<file path="src/design/dma_chan_pkg.sv">
// Constants, types and register map of the DMA channel register block.
`default_nettype none
package dma_chan_pkg;
  // ****************************************
  // Register offsets
  // ****************************************
  localparam logic [2:0] IDX_SRC = 3'h0;
  localparam logic [2:0] IDX_DST = 3'h1;
  localparam logic [2:0] IDX_CNT = 3'h2;
  localparam logic [2:0] IDX_BLK = 3'h3;
  localparam logic [2:0] IDX_OFS = 3'h4;
  localparam logic [2:0] IDX_MODE = 3'h5;
  localparam logic [2:0] IDX_ACTL = 3'h6;
  localparam int MIN_AXI_ADDR_W = 5;
  // ****************************************
  // Mode register fields
  // ****************************************
  localparam int MD_ENABLE = 0;
  localparam int MD_BUSY = 1;
  localparam int MD_FAULT = 2;
  localparam int MD_ESCAPE = 3;
  localparam int MD_CNTEND = 4;
  localparam int MD_ESC_IE = 5;
  localparam int MD_CNT_IE = 6;
  localparam int MD_SIZE = 8;
  localparam int MD_XMODE = 10;
  // ****************************************
  // Address control register fields
  // ****************************************
  localparam int AC_SRC_STEP = 0;
  localparam int AC_DST_STEP = 2;
  localparam int AC_AREA_DST = 4;
  localparam int AC_RPT_IE = 5;
  localparam int AC_SRC_EXT = 6;
  localparam int AC_DST_EXT = 11;
  localparam int AC_SRC_EXT_IE = 16;
  localparam int AC_DST_EXT_IE = 17;
  localparam int AC_WIDTH = 18;
  // ****************************************
  // Reset values and responses
  // ****************************************
  localparam logic [31:0] RST_WORD = 32'h0000_0000;
  localparam logic [1:0] RESP_OKAY = 2'h0;
  localparam logic [1:0] RESP_SLVERR = 2'h2;
  // ****************************************
  // Types
  // ****************************************
  typedef enum logic [1:0] {
    ST_IDLE = 2'h0, ST_WAIT = 2'h1, ST_READ = 2'h3, ST_WRITE = 2'h2
  } state_e;
  typedef enum logic [1:0] {
    STEP_FIX = 2'h0, STEP_OFS = 2'h1, STEP_INC = 2'h2, STEP_DEC = 2'h3
  } step_e;
  typedef enum logic [1:0] {
    XM_NORMAL = 2'h0, XM_BURST = 2'h1, XM_BLOCK = 2'h2, XM_REPEAT = 2'h3
  } xmode_e;
  typedef enum logic [1:0] {
    SZ_BYTE = 2'h0, SZ_WORD = 2'h1, SZ_LONG = 2'h2
  } size_e;
  typedef struct packed {
    logic [31:0] addr;
    logic [2:0] bytes;
    logic write;
  } bus_cmd_s;
endpackage
`default_nettype wire

</file>
<file path="src/design/addr_stepper.sv">
// Next-address calculation with extended repeat area masking.
`timescale 1ns/1ps
`default_nettype none
module addr_stepper (
  input wire logic [31:0] base,
  input wire logic [1:0] mode,
  input wire logic [2:0] unitBytes,
  input wire logic [31:0] offset,
  input wire logic [4:0] extBits,
  output logic [31:0] nextAddr,
  output logic overflow
);
  logic [31:0] raw;
  logic [31:0] keepMask;
  logic [31:0] stepVal;

  assign stepVal = {29'h0, unitBytes};
  always_comb begin
    case (mode)
      dma_chan_pkg::STEP_OFS: raw = base + offset;
      dma_chan_pkg::STEP_INC: raw = base + stepVal;
      dma_chan_pkg::STEP_DEC: raw = base - stepVal;
      default: raw = base;
    endcase
  end
  // Bits above the area size stay put; zero size means no area.
  assign keepMask = (extBits == 5'h0) ? 32'h0 :
                    ~((32'h1 << extBits) - 32'h1);
  assign nextAddr = (base & keepMask) | (raw & ~keepMask);
  assign overflow = (extBits != 5'h0) &&
                    ((raw & keepMask) != (base & keepMask));
endmodule
`default_nettype wire

</file>
<file path="src/design/block_counter.sv">
// Block size counter step with reload from the constant upper half.
`timescale 1ns/1ps
`default_nettype none
module block_counter (
  input wire logic [31:0] blockSize,
  output logic [31:0] nextBlockSize,
  output logic wrap
);
  assign wrap = blockSize[15:0] == 16'h0001;
  assign nextBlockSize = wrap ? {blockSize[31:16], blockSize[31:16]} :
    {blockSize[31:16], blockSize[15:0] - 16'h0001};
endmodule
`default_nettype wire

</file>
<file path="src/design/dma_channel_regs.sv">
// DMA channel registers with AXI4-Lite access and transfer updates.
`timescale 1ns/1ps
`default_nettype none
module dma_channel_regs #(
  parameter int AXI_ADDR_W = 5,
  parameter bit IS_FIRST_CHANNEL = 1'b1
) (
  input wire logic mclk,
  input wire logic rst,
  input wire logic awvalid,
  output logic awready,
  input wire logic [AXI_ADDR_W-1:0] awaddr,
  input wire logic [2:0] awprot,
  input wire logic wvalid,
  output logic wready,
  input wire logic [31:0] wdata,
  input wire logic [3:0] wstrb,
  output logic bvalid,
  input wire logic bready,
  output logic [1:0] bresp,
  input wire logic arvalid,
  output logic arready,
  input wire logic [AXI_ADDR_W-1:0] araddr,
  input wire logic [2:0] arprot,
  output logic rvalid,
  input wire logic rready,
  output logic [31:0] rdata,
  output logic [1:0] rresp,
  input wire logic xferReq,
  input wire logic faultEvent,
  input wire logic standby,
  output logic busValid,
  output dma_chan_pkg::bus_cmd_s busCmd,
  input wire logic busAck,
  output logic transferEnable,
  output logic channelBusy,
  output logic escapeIrq,
  output logic countEndIrq
);
  if (AXI_ADDR_W < dma_chan_pkg::MIN_AXI_ADDR_W) begin : g_chk
    $error("AXI_ADDR_W too small for the register map.");
  end

  // ****************************************
  // Register state
  // ****************************************
  logic hardClr, faultFlag, escapeFlag, countEndFlag;
  logic escapeIrqEn, countEndIrqEn;
  logic [31:0] srcAddrReg, dstAddrReg, byteCountReg, blockSizeReg;
  logic [31:0] offsetReg, modeWord;
  logic [dma_chan_pkg::AC_WIDTH-1:0] addrCtrlReg;
  logic [1:0] accessSizeSel, xferMode;

  // Hardware standby clears the channel registers just as reset does; the AXI4-Lite slave is cleared by rst only.
  assign hardClr = rst || standby;

  // ****************************************
  // AXI4-Lite slave
  // ****************************************
  logic awHeld, wHeld, awMapped, doWrite, arMapped;
  logic [2:0] awIdx, arIdx;
  logic [3:0] wStrbQ;
  logic [31:0] wDataQ, readMux;

  assign awready = !awHeld && !bvalid;
  assign wready = !wHeld && !bvalid;
  assign arready = !rvalid;
  assign doWrite = awHeld && wHeld;
  assign arIdx = araddr[4:2];
  assign arMapped = (araddr[AXI_ADDR_W-1:2] <= (AXI_ADDR_W-2)'(6));

  always_ff @(posedge mclk) begin
    if (rst) begin
      awHeld <= 1'b0;
      wHeld <= 1'b0;
      awIdx <= 3'h0;
      awMapped <= 1'b0;
      wDataQ <= dma_chan_pkg::RST_WORD;
      wStrbQ <= 4'h0;
      bvalid <= 1'b0;
      bresp <= dma_chan_pkg::RESP_OKAY;
    end else begin
      if (awvalid && awready) begin
        awHeld <= 1'b1;
        awIdx <= awaddr[4:2];
        awMapped <= awaddr[AXI_ADDR_W-1:2] <= (AXI_ADDR_W-2)'(6);
      end
      if (wvalid && wready) begin
        wHeld <= 1'b1;
        wDataQ <= wdata;
        wStrbQ <= wstrb;
      end
      if (doWrite) begin
        awHeld <= 1'b0;
        wHeld <= 1'b0;
        bvalid <= 1'b1;
        bresp <= awMapped ? dma_chan_pkg::RESP_OKAY :
                            dma_chan_pkg::RESP_SLVERR;
      end else if (bvalid && bready) begin
        bvalid <= 1'b0;
      end
    end
  end

  always_ff @(posedge mclk) begin
    if (rst) begin
      rvalid <= 1'b0;
      rdata <= dma_chan_pkg::RST_WORD;
      rresp <= dma_chan_pkg::RESP_OKAY;
    end else if (arvalid && arready) begin
      rvalid <= 1'b1;
      rdata <= arMapped ? readMux : dma_chan_pkg::RST_WORD;
      rresp <= arMapped ? dma_chan_pkg::RESP_OKAY :
                          dma_chan_pkg::RESP_SLVERR;
    end else if (rvalid && rready) begin
      rvalid <= 1'b0;
    end
  end

  function automatic logic [31:0] merge(input logic [31:0] old,
      input logic [31:0] data, input logic [3:0] strb);
    logic [31:0] res;
    res = old;
    for (int i = 0; i < 4; i++) begin
      if (strb[i]) begin
        res[8*i +: 8] = data[8*i +: 8];
      end
    end
    return res;
  endfunction

  // Write strobes per register.
  logic wrSrc, wrDst, wrCnt, wrBlk, wrOfs, wrMode, wrActl;
  logic [31:0] modeMerged;
  logic [31:0] actlMerged;
  assign wrSrc = doWrite && awMapped && awIdx == dma_chan_pkg::IDX_SRC;
  assign wrDst = doWrite && awMapped && awIdx == dma_chan_pkg::IDX_DST;
  assign wrCnt = doWrite && awMapped && awIdx == dma_chan_pkg::IDX_CNT;
  assign wrBlk = doWrite && awMapped && awIdx == dma_chan_pkg::IDX_BLK;
  assign wrOfs = doWrite && awMapped && awIdx == dma_chan_pkg::IDX_OFS;
  assign wrMode = doWrite && awMapped && awIdx == dma_chan_pkg::IDX_MODE;
  assign wrActl = doWrite && awMapped && awIdx == dma_chan_pkg::IDX_ACTL;
  assign modeMerged = merge(modeWord, wDataQ, wStrbQ);
  assign actlMerged = merge(32'(addrCtrlReg), wDataQ, wStrbQ);

  always_comb begin
    modeWord = dma_chan_pkg::RST_WORD;
    modeWord[dma_chan_pkg::MD_ENABLE] = transferEnable;
    modeWord[dma_chan_pkg::MD_BUSY] = channelBusy;
    modeWord[dma_chan_pkg::MD_FAULT] = faultFlag;
    modeWord[dma_chan_pkg::MD_ESCAPE] = escapeFlag;
    modeWord[dma_chan_pkg::MD_CNTEND] = countEndFlag;
    modeWord[dma_chan_pkg::MD_ESC_IE] = escapeIrqEn;
    modeWord[dma_chan_pkg::MD_CNT_IE] = countEndIrqEn;
    modeWord[dma_chan_pkg::MD_SIZE +: 2] = accessSizeSel;
    modeWord[dma_chan_pkg::MD_XMODE +: 2] = xferMode;
  end

  always_comb begin
    case (arIdx)
      dma_chan_pkg::IDX_SRC: readMux = srcAddrReg;
      dma_chan_pkg::IDX_DST: readMux = dstAddrReg;
      dma_chan_pkg::IDX_CNT: readMux = byteCountReg;
      dma_chan_pkg::IDX_BLK: readMux = blockSizeReg;
      dma_chan_pkg::IDX_OFS: readMux = offsetReg;
      dma_chan_pkg::IDX_MODE: readMux = modeWord;
      dma_chan_pkg::IDX_ACTL: readMux = 32'(addrCtrlReg);
      default: readMux = dma_chan_pkg::RST_WORD;
    endcase
  end

  // ****************************************
  // Transfer sequencing
  // ****************************************
  dma_chan_pkg::state_e state, nextState;
  logic [2:0] unitBytes, remain, pieceBytes;
  logic [31:0] curAddr, startSrc, startDst, srcOrigin, dstOrigin;
  logic [31:0] srcNext, dstNext, blkNext;
  logic srcOvf, dstOvf, srcOvfQ, blkWrap, blockActive;
  logic ack, lastPiece, unitDone, wrapNow, cntHits;
  logic countEnd, extStop, escapeStop, dmaStop, reenable, modeEnBit;

  always_comb begin
    case (accessSizeSel)
      dma_chan_pkg::SZ_WORD: unitBytes = 3'h2;
      dma_chan_pkg::SZ_LONG: unitBytes = 3'h4;
      default: unitBytes = 3'h1;
    endcase
  end

  // Misaligned units go out as the largest aligned piece that fits.
  assign curAddr = (state == dma_chan_pkg::ST_WRITE) ? dstAddrReg :
                                                       srcAddrReg;
  assign pieceBytes = (remain >= 3'h4 && curAddr[1:0] == 2'h0) ? 3'h4 :
                      (remain >= 3'h2 && !curAddr[0]) ? 3'h2 :
                      3'h1;
  assign lastPiece = pieceBytes == remain;
  assign busValid = state == dma_chan_pkg::ST_READ ||
                    state == dma_chan_pkg::ST_WRITE;
  assign busCmd = '{addr: curAddr, bytes: pieceBytes,
                    write: state == dma_chan_pkg::ST_WRITE};
  assign ack = busValid && busAck;
  assign unitDone = ack && lastPiece &&
                    state == dma_chan_pkg::ST_WRITE;

  addr_stepper u_src_step (
    .base(startSrc),
    .mode(addrCtrlReg[dma_chan_pkg::AC_SRC_STEP +: 2]),
    .unitBytes(unitBytes),
    .offset(offsetReg),
    .extBits(addrCtrlReg[dma_chan_pkg::AC_SRC_EXT +: 5]),
    .nextAddr(srcNext),
    .overflow(srcOvf)
  );
  addr_stepper u_dst_step (
    .base(startDst),
    .mode(addrCtrlReg[dma_chan_pkg::AC_DST_STEP +: 2]),
    .unitBytes(unitBytes),
    .offset(offsetReg),
    .extBits(addrCtrlReg[dma_chan_pkg::AC_DST_EXT +: 5]),
    .nextAddr(dstNext),
    .overflow(dstOvf)
  );
  block_counter u_blk (
    .blockSize(blockSizeReg),
    .nextBlockSize(blkNext),
    .wrap(blkWrap)
  );

  assign blockActive = xferMode == dma_chan_pkg::XM_BLOCK ||
                       xferMode == dma_chan_pkg::XM_REPEAT;
  assign wrapNow = unitDone && blockActive && blkWrap;
  assign cntHits = byteCountReg != 32'h0 &&
                   byteCountReg == {29'h0, unitBytes};
  assign countEnd = unitDone && cntHits;
  // In block mode only an area overflow on the block's last unit stops the transfer.
  assign extStop = unitDone &&
    ((srcOvfQ && addrCtrlReg[dma_chan_pkg::AC_SRC_EXT_IE]) ||
     (dstOvf && addrCtrlReg[dma_chan_pkg::AC_DST_EXT_IE])) &&
    (xferMode != dma_chan_pkg::XM_BLOCK || blkWrap);
  assign escapeStop = extStop || (wrapNow &&
    xferMode == dma_chan_pkg::XM_REPEAT &&
    addrCtrlReg[dma_chan_pkg::AC_RPT_IE]);
  assign dmaStop = countEnd || escapeStop;
  assign modeEnBit = wDataQ[dma_chan_pkg::MD_ENABLE];
  assign reenable = wrMode && wStrbQ[0] && modeEnBit && !transferEnable;

  always_comb begin
    nextState = state;
    case (state)
      dma_chan_pkg::ST_IDLE: begin
        if (transferEnable) begin
          nextState = dma_chan_pkg::ST_WAIT;
        end
      end
      dma_chan_pkg::ST_WAIT: begin
        if (!transferEnable) begin
          nextState = dma_chan_pkg::ST_IDLE;
        end else if (xferReq) begin
          nextState = dma_chan_pkg::ST_READ;
        end
      end
      dma_chan_pkg::ST_READ: begin
        if (ack && lastPiece) begin
          nextState = dma_chan_pkg::ST_WRITE;
        end
      end
      dma_chan_pkg::ST_WRITE: begin
        if (unitDone) begin
          if (dmaStop) begin
            nextState = dma_chan_pkg::ST_IDLE;
          end else if (xferMode == dma_chan_pkg::XM_BLOCK && !blkWrap) begin
            nextState = dma_chan_pkg::ST_READ;
          end else if (!transferEnable) begin
            nextState = dma_chan_pkg::ST_IDLE;
          end else if (xferMode == dma_chan_pkg::XM_BURST) begin
            nextState = dma_chan_pkg::ST_READ;
          end else begin
            nextState = dma_chan_pkg::ST_WAIT;
          end
        end
      end
      default: nextState = dma_chan_pkg::ST_IDLE;
    endcase
    if (faultEvent) begin
      nextState = dma_chan_pkg::ST_IDLE;
    end
  end

  always_ff @(posedge mclk) begin
    if (hardClr) begin
      state <= dma_chan_pkg::ST_IDLE;
      remain <= 3'h0;
      startSrc <= dma_chan_pkg::RST_WORD;
      startDst <= dma_chan_pkg::RST_WORD;
      srcOvfQ <= 1'b0;
    end else begin
      state <= nextState;
      if (nextState == dma_chan_pkg::ST_READ &&
          state != dma_chan_pkg::ST_READ) begin
        remain <= unitBytes;
        startSrc <= srcAddrReg;
      end else if (nextState == dma_chan_pkg::ST_WRITE &&
                   state != dma_chan_pkg::ST_WRITE) begin
        remain <= unitBytes;
        startDst <= dstAddrReg;
        srcOvfQ <= srcOvf;
      end else if (ack) begin
        remain <= remain - pieceBytes;
      end
    end
  end

  // ****************************************
  // Address, count and block registers
  // ****************************************
  always_ff @(posedge mclk) begin
    if (hardClr) begin
      srcAddrReg <= dma_chan_pkg::RST_WORD;
      dstAddrReg <= dma_chan_pkg::RST_WORD;
    end else begin
      if (wrSrc) begin
        srcAddrReg <= merge(srcAddrReg, wDataQ, wStrbQ);
      end else if (wrapNow && !addrCtrlReg[dma_chan_pkg::AC_AREA_DST]) begin
        srcAddrReg <= srcOrigin;
      end else if (ack && state == dma_chan_pkg::ST_READ) begin
        srcAddrReg <= lastPiece ? srcNext :
                      srcAddrReg + {29'h0, pieceBytes};
      end
      if (wrDst) begin
        dstAddrReg <= merge(dstAddrReg, wDataQ, wStrbQ);
      end else if (wrapNow && addrCtrlReg[dma_chan_pkg::AC_AREA_DST]) begin
        dstAddrReg <= dstOrigin;
      end else if (ack && state == dma_chan_pkg::ST_WRITE) begin
        dstAddrReg <= lastPiece ? dstNext :
                      dstAddrReg + {29'h0, pieceBytes};
      end
    end
  end

  always_ff @(posedge mclk) begin
    if (hardClr) begin
      byteCountReg <= dma_chan_pkg::RST_WORD;
      blockSizeReg <= dma_chan_pkg::RST_WORD;
      offsetReg <= dma_chan_pkg::RST_WORD;
      addrCtrlReg <= '0;
      srcOrigin <= dma_chan_pkg::RST_WORD;
      dstOrigin <= dma_chan_pkg::RST_WORD;
    end else begin
      if (wrCnt) begin
        byteCountReg <= merge(byteCountReg, wDataQ, wStrbQ);
      end else if (unitDone && byteCountReg != 32'h0) begin
        byteCountReg <= byteCountReg - {29'h0, unitBytes};
      end
      if (wrBlk) begin
        blockSizeReg <= merge(blockSizeReg, wDataQ, wStrbQ);
      end else if (unitDone && blockActive) begin
        blockSizeReg <= blkNext;
      end
      if (wrOfs) begin
        offsetReg <= merge(offsetReg, wDataQ, wStrbQ);
      end
      if (wrActl) begin
        addrCtrlReg <= actlMerged[dma_chan_pkg::AC_WIDTH-1:0];
      end
      if (reenable) begin
        srcOrigin <= srcAddrReg;
        dstOrigin <= dstAddrReg;
      end
    end
  end

  // ****************************************
  // Mode register
  // ****************************************
  always_ff @(posedge mclk) begin
    if (hardClr) begin
      transferEnable <= 1'b0;
      faultFlag <= 1'b0;
      escapeFlag <= 1'b0;
      countEndFlag <= 1'b0;
      escapeIrqEn <= 1'b0;
      countEndIrqEn <= 1'b0;
      accessSizeSel <= 2'h0;
      xferMode <= 2'h0;
    end else begin
      if (faultEvent || dmaStop) begin
        transferEnable <= 1'b0;
      end else if (wrMode && wStrbQ[0]) begin
        transferEnable <= modeEnBit;
      end
      if (faultEvent && IS_FIRST_CHANNEL) begin
        faultFlag <= 1'b1;
      end else if (wrMode && wStrbQ[0] &&
                   !wDataQ[dma_chan_pkg::MD_FAULT]) begin
        faultFlag <= 1'b0;
      end
      // A setting event wins over the clear by re-enabling.
      escapeFlag <= escapeStop || (escapeFlag && !reenable);
      countEndFlag <= countEnd || (countEndFlag && !reenable);
      if (wrMode) begin
        escapeIrqEn <= modeMerged[dma_chan_pkg::MD_ESC_IE];
        countEndIrqEn <= modeMerged[dma_chan_pkg::MD_CNT_IE];
        accessSizeSel <= modeMerged[dma_chan_pkg::MD_SIZE +: 2];
        xferMode <= modeMerged[dma_chan_pkg::MD_XMODE +: 2];
      end
    end
  end

  assign channelBusy = busValid;
  assign escapeIrq = escapeFlag && escapeIrqEn;
  assign countEndIrq = countEndFlag && countEndIrqEn;

  logic unusedProt;
  assign unusedProt = ^{awprot, arprot};
endmodule
`default_nettype wire

</file>
<file path="config.mk">
export PLATFORM = sky130hd
export DESIGN_NAME = dma_channel_regs
export DESIGN_NICKNAME = d
export VERILOG_FILES = /design/src/design/dma_chan_pkg.sv /design/src/design/addr_stepper.sv /design/src/design/block_counter.sv /design/src/design/dma_channel_regs.sv
export SDC_FILE = /design/constraint.sdc
export NUM_CORES = 2
export LEC_CHECK = 0
export ABC_AREA = 1
export BUFFER_PORTS_ARGS = -buffer_cell sky130_fd_sc_hd__buf_4
export CAP_MARGIN = 30
export CORE_ASPECT_RATIO = 1.75
export CORE_MARGIN = 1
export CORE_UTILIZATION = 35
export CTS_BUF_LIST = sky130_fd_sc_hd__clkbuf_4
export DETAILED_ROUTE_END_ITERATION = 7
export REMOVE_ABC_BUFFERS = 1
export SLEW_MARGIN = 40
export SYNTH_ARGS = -nofsm -noshare
export SYNTH_HDL_FRONTEND = slang
export SYNTH_HIERARCHICAL = 1
export SYNTH_SLANG_ARGS = --single-unit
export TNS_END_PERCENT = 30
</file>
<file path="constraint.sdc">
create_clock -name mclk -period 6.3 [get_ports mclk]
set_input_delay 1.26 -clock mclk [delete_from_list [all_inputs] [get_ports mclk]]
set_output_delay 1.26 -clock mclk [all_outputs]
set_load 0.01 [all_outputs]
</file>
==> out/metrics.cfg <==
[grt]
track_usage_pct=34.9
grt_pass1_vias=36622
grt_pass1_wl_mm=241
antenna_found_initial=12
overflow=0
grt_max_degree=155

[route]
drtAntennaViolNets=0
drt-vias-per-instance=5.60
wire_per_inst_um=24.1
routed_wirelength_mm=170
drcViolationCount=5
drtIter0Drc=3846
first_pass_iters=8
vias=39511

[job]
drv_cap=0

[power_and_ir_drop]
sequentialPowerShare_pct=50.4
irDropWorstVdd_mv=0.207
powerDensity_nw_per_um2=140
switching_share_pct=30.0
p_comb_share_pct=6.7
switchingPower_mw=1.57
pwr-share-clk_pct=42.9
p_leak_nw=17.4
p_int_mw=3.64

[logic_synthesis]
yosysTopAreaCellShare_pct=24.4
yosys_warnings=6
yosysMostFrequentCell=nand2_1
synth_edf_count=0
synth_area_um2=32900
synthTopCellsByCount=1455 x nand2_1, 709 x inv_1, 552 x nor2_1
synth-seq-cells=400
synth_area_per_cell_um2=5.88
synth_flop_cell=dfxtp_1
synthAdderAreaFrac_pct=3.60
synthMuxAreaShare_pct=0.0609
synth_top_family_by_area=simple AND/OR/NAND/NOR gates
ys_types=61
synth_xor_area_share_pct=2.51
synth_top_area_cell=dfxtp_1
synthCells=5587
yosysSeqAreaShare_pct=24.4
synth_area_leaders=dfxtp_1 24%, nand2_1 17%, inv_1 8.1%
synthSimpleGateAreaFrac_pct=33.6
synth_compound_area_share_pct=23.5
ys_async_sr_fraction_pct=0

[run_status]
status=complete, but fails checks
violations=design-rule violations

[layout]
area_delta_synth_final_pct=13.5
fin_cells=7051
drive_gt1_share_pct=11.8
layout.nets=5923

[worst_setup_path]
rrSetupSlack_ps=350
cp_common_cell=nand2_1
cpPeakStageDelay_ps=360
crit_type=reg -> reg
rr_worst_depth=41
cpMaxStageDelayCell=ha_1
critical_path.top_delay_family=simple AND/OR/NAND/NOR gates
crit_buf_inv=13
worstSetupStartpointType=register
worstPathMaxFanout=11
critPathArrivalTime_ps=6770
required_ps=7120
end_kind=register
worstReg2RegStart=offsetReg[0]
r2r-end=startSrc[23]

[timing]
setup_viol=0
tightest_slew_ps=882
report.final.slew_viol_count=0
finalHoldViolCount=0
fin_skew_ps=112
fmaxAchievable_mhz=168
period_share_pct=94.5
whs_ps=466
period_needed_ps=5950
slew_headroom_pct=41.2

[floorplanning]
io_pins=145
die_y_um=407
start_util_pct=35.3
rows=148
die_area_um2=95200
fp.dieW_um=234
core_um2=93000

[place]
place_inst=6865
gp_congestion=1.07
port_buffers=132
post-dp-hpwl_mm=133

[clock_network]
cts.htree.levels=3
numCtsBuffers=94
cts_tree=built
clk_pin_slew_ps=70
cts_root_buf=clkbuf_4
clk_path_buf_depth=3
clk_latency_ps=1000
clock-sinks=400

[hold_path]
worstHoldPathCells=2
whs_endpoint=rdata[25]
worstHoldStart=rdata[25]
hp-class=reg -> reg

how the worst max path moves through the flow:
stage                      start          endpoint  slack, ps  cells past startpoint
global route        offsetReg[1]      startSrc[29]        -60                     45
floorplan                standby  byteCountReg[20]      -3600                      3
CTS                 offsetReg[0]       startDst[8]         50                     45
finish              offsetReg[0]      startSrc[23]        350                     41
global placement    offsetReg[1]      startDst[31]        140                     45
detailed placement  offsetReg[1]      startDst[31]        120                     45
final cells by class:
type | count | area, µm²
well taps | 1200 | 1500
flip-flops and latches | 400 | 8010
clock buffers | 126 | 946
fillers | 10394 | 55700
diodes | 6 | 15.0
repair buffers | 340 | 2710
clock inverters | 46 | 250
multi-input cells | 4185 | 21000
inverters | 748 | 2830
state kept, by name, summed over array words and instances (netlist names), 32 cells and up:
register      cells
wDataQ           32
blockSizeReg     32
byteCountReg     32
dstOrigin        32
dstAddrReg       32
startSrc         32
startDst         32
offsetReg        32
srcAddrReg       32
srcOrigin        32
rdata            32
worst min-delay path: stages, from the launching register on:
cell and delay, ps:
dfxtp_1 310, nand2_1 60, a21oi_1 50
what timing repair did:
action	CTS	global route
endpoints found under the setup margin	0	70
setup buffers	0	5
hold buffers	0	0
gates resized for setup	0	49
routing by layer:
| metal | up-vias | GRT usage [%] | part of all wire, % | routed length [µm] |
|---|---|---|---|---|
| li1 | 18848 | - | - | - |
| met1 | 18276 | 37.8 | 36 | 60700 |
| met5 | - | 0 | 0.057 | 96 |
| met2 | 1779 | 57.3 | 47 | 78900 |
| met4 | 14 | 32.9 | 11 | 18600 |
| met3 | 594 | 5.34 | 6.7 | 11300 |
placed cells by master (no fill, tap or decap), types with 29 or more instances in the layout:
cell and count:
a21oi_2 39, o22ai_1 29, o21ai_0 518, buf_4 326, nor2_1 532, a31oi_1 61
a21oi_1 466, nor3_1 70, inv_1 701, clkinv_1 36, nand4_1 115, ha_1 83
nand2_1 1450, clkbuf_4 126, nor2_2 42, nand3_1 286, inv_2 38, xor2_1 80
o211ai_1 64, dfxtp_1 397, o21ai_1 76
metrics by stage:
| stage | cell area (µm²) | TNS (ps) | utilization, % | total power, mW | worst slack, ps |
|---|---|---|---|---|---|
| final | 37300 | 0 | 40.1 | 5.21 | 350 |
| after global routing | 37300 | -740 | 40.1 | 5.37 | -55.4 |
| after CTS | 37000 | 0 | 39.8 | 5.23 | 51.2 |
| after detailed placement | 35800 | 0 | 38.5 | 3.02 | 120 |
| after global placement | 35700 | 0 | 38.5 | 3.01 | 137 |
| after floorplan | 31600 | -580430 | - | 2.81 | -3600 |
power by group through the flow:
stage / registers (mW) / clock network, mW / logic (mW)
floorplan: 2.64 / 0 / 0.175
global placement: 2.68 / 0 / 0.335
detailed placement: 2.68 / 0 / 0.339
CTS: 2.62 / 2.28 / 0.340
global route: 2.62 / 2.37 / 0.372
finish: 2.63 / 2.24 / 0.349
cell families (layout without fill, tap and decap cells):
kind of cell    Yosys count  after routing
simple gates           2614           2614
compound gates         1382           1382
buf+inv                1003           1260
flops                   400            400
xor+xnor                 94             94
fa+ha+maj                91             91
mux                       2              2
other cells               1              8
(Power assumes the default switching activity.)
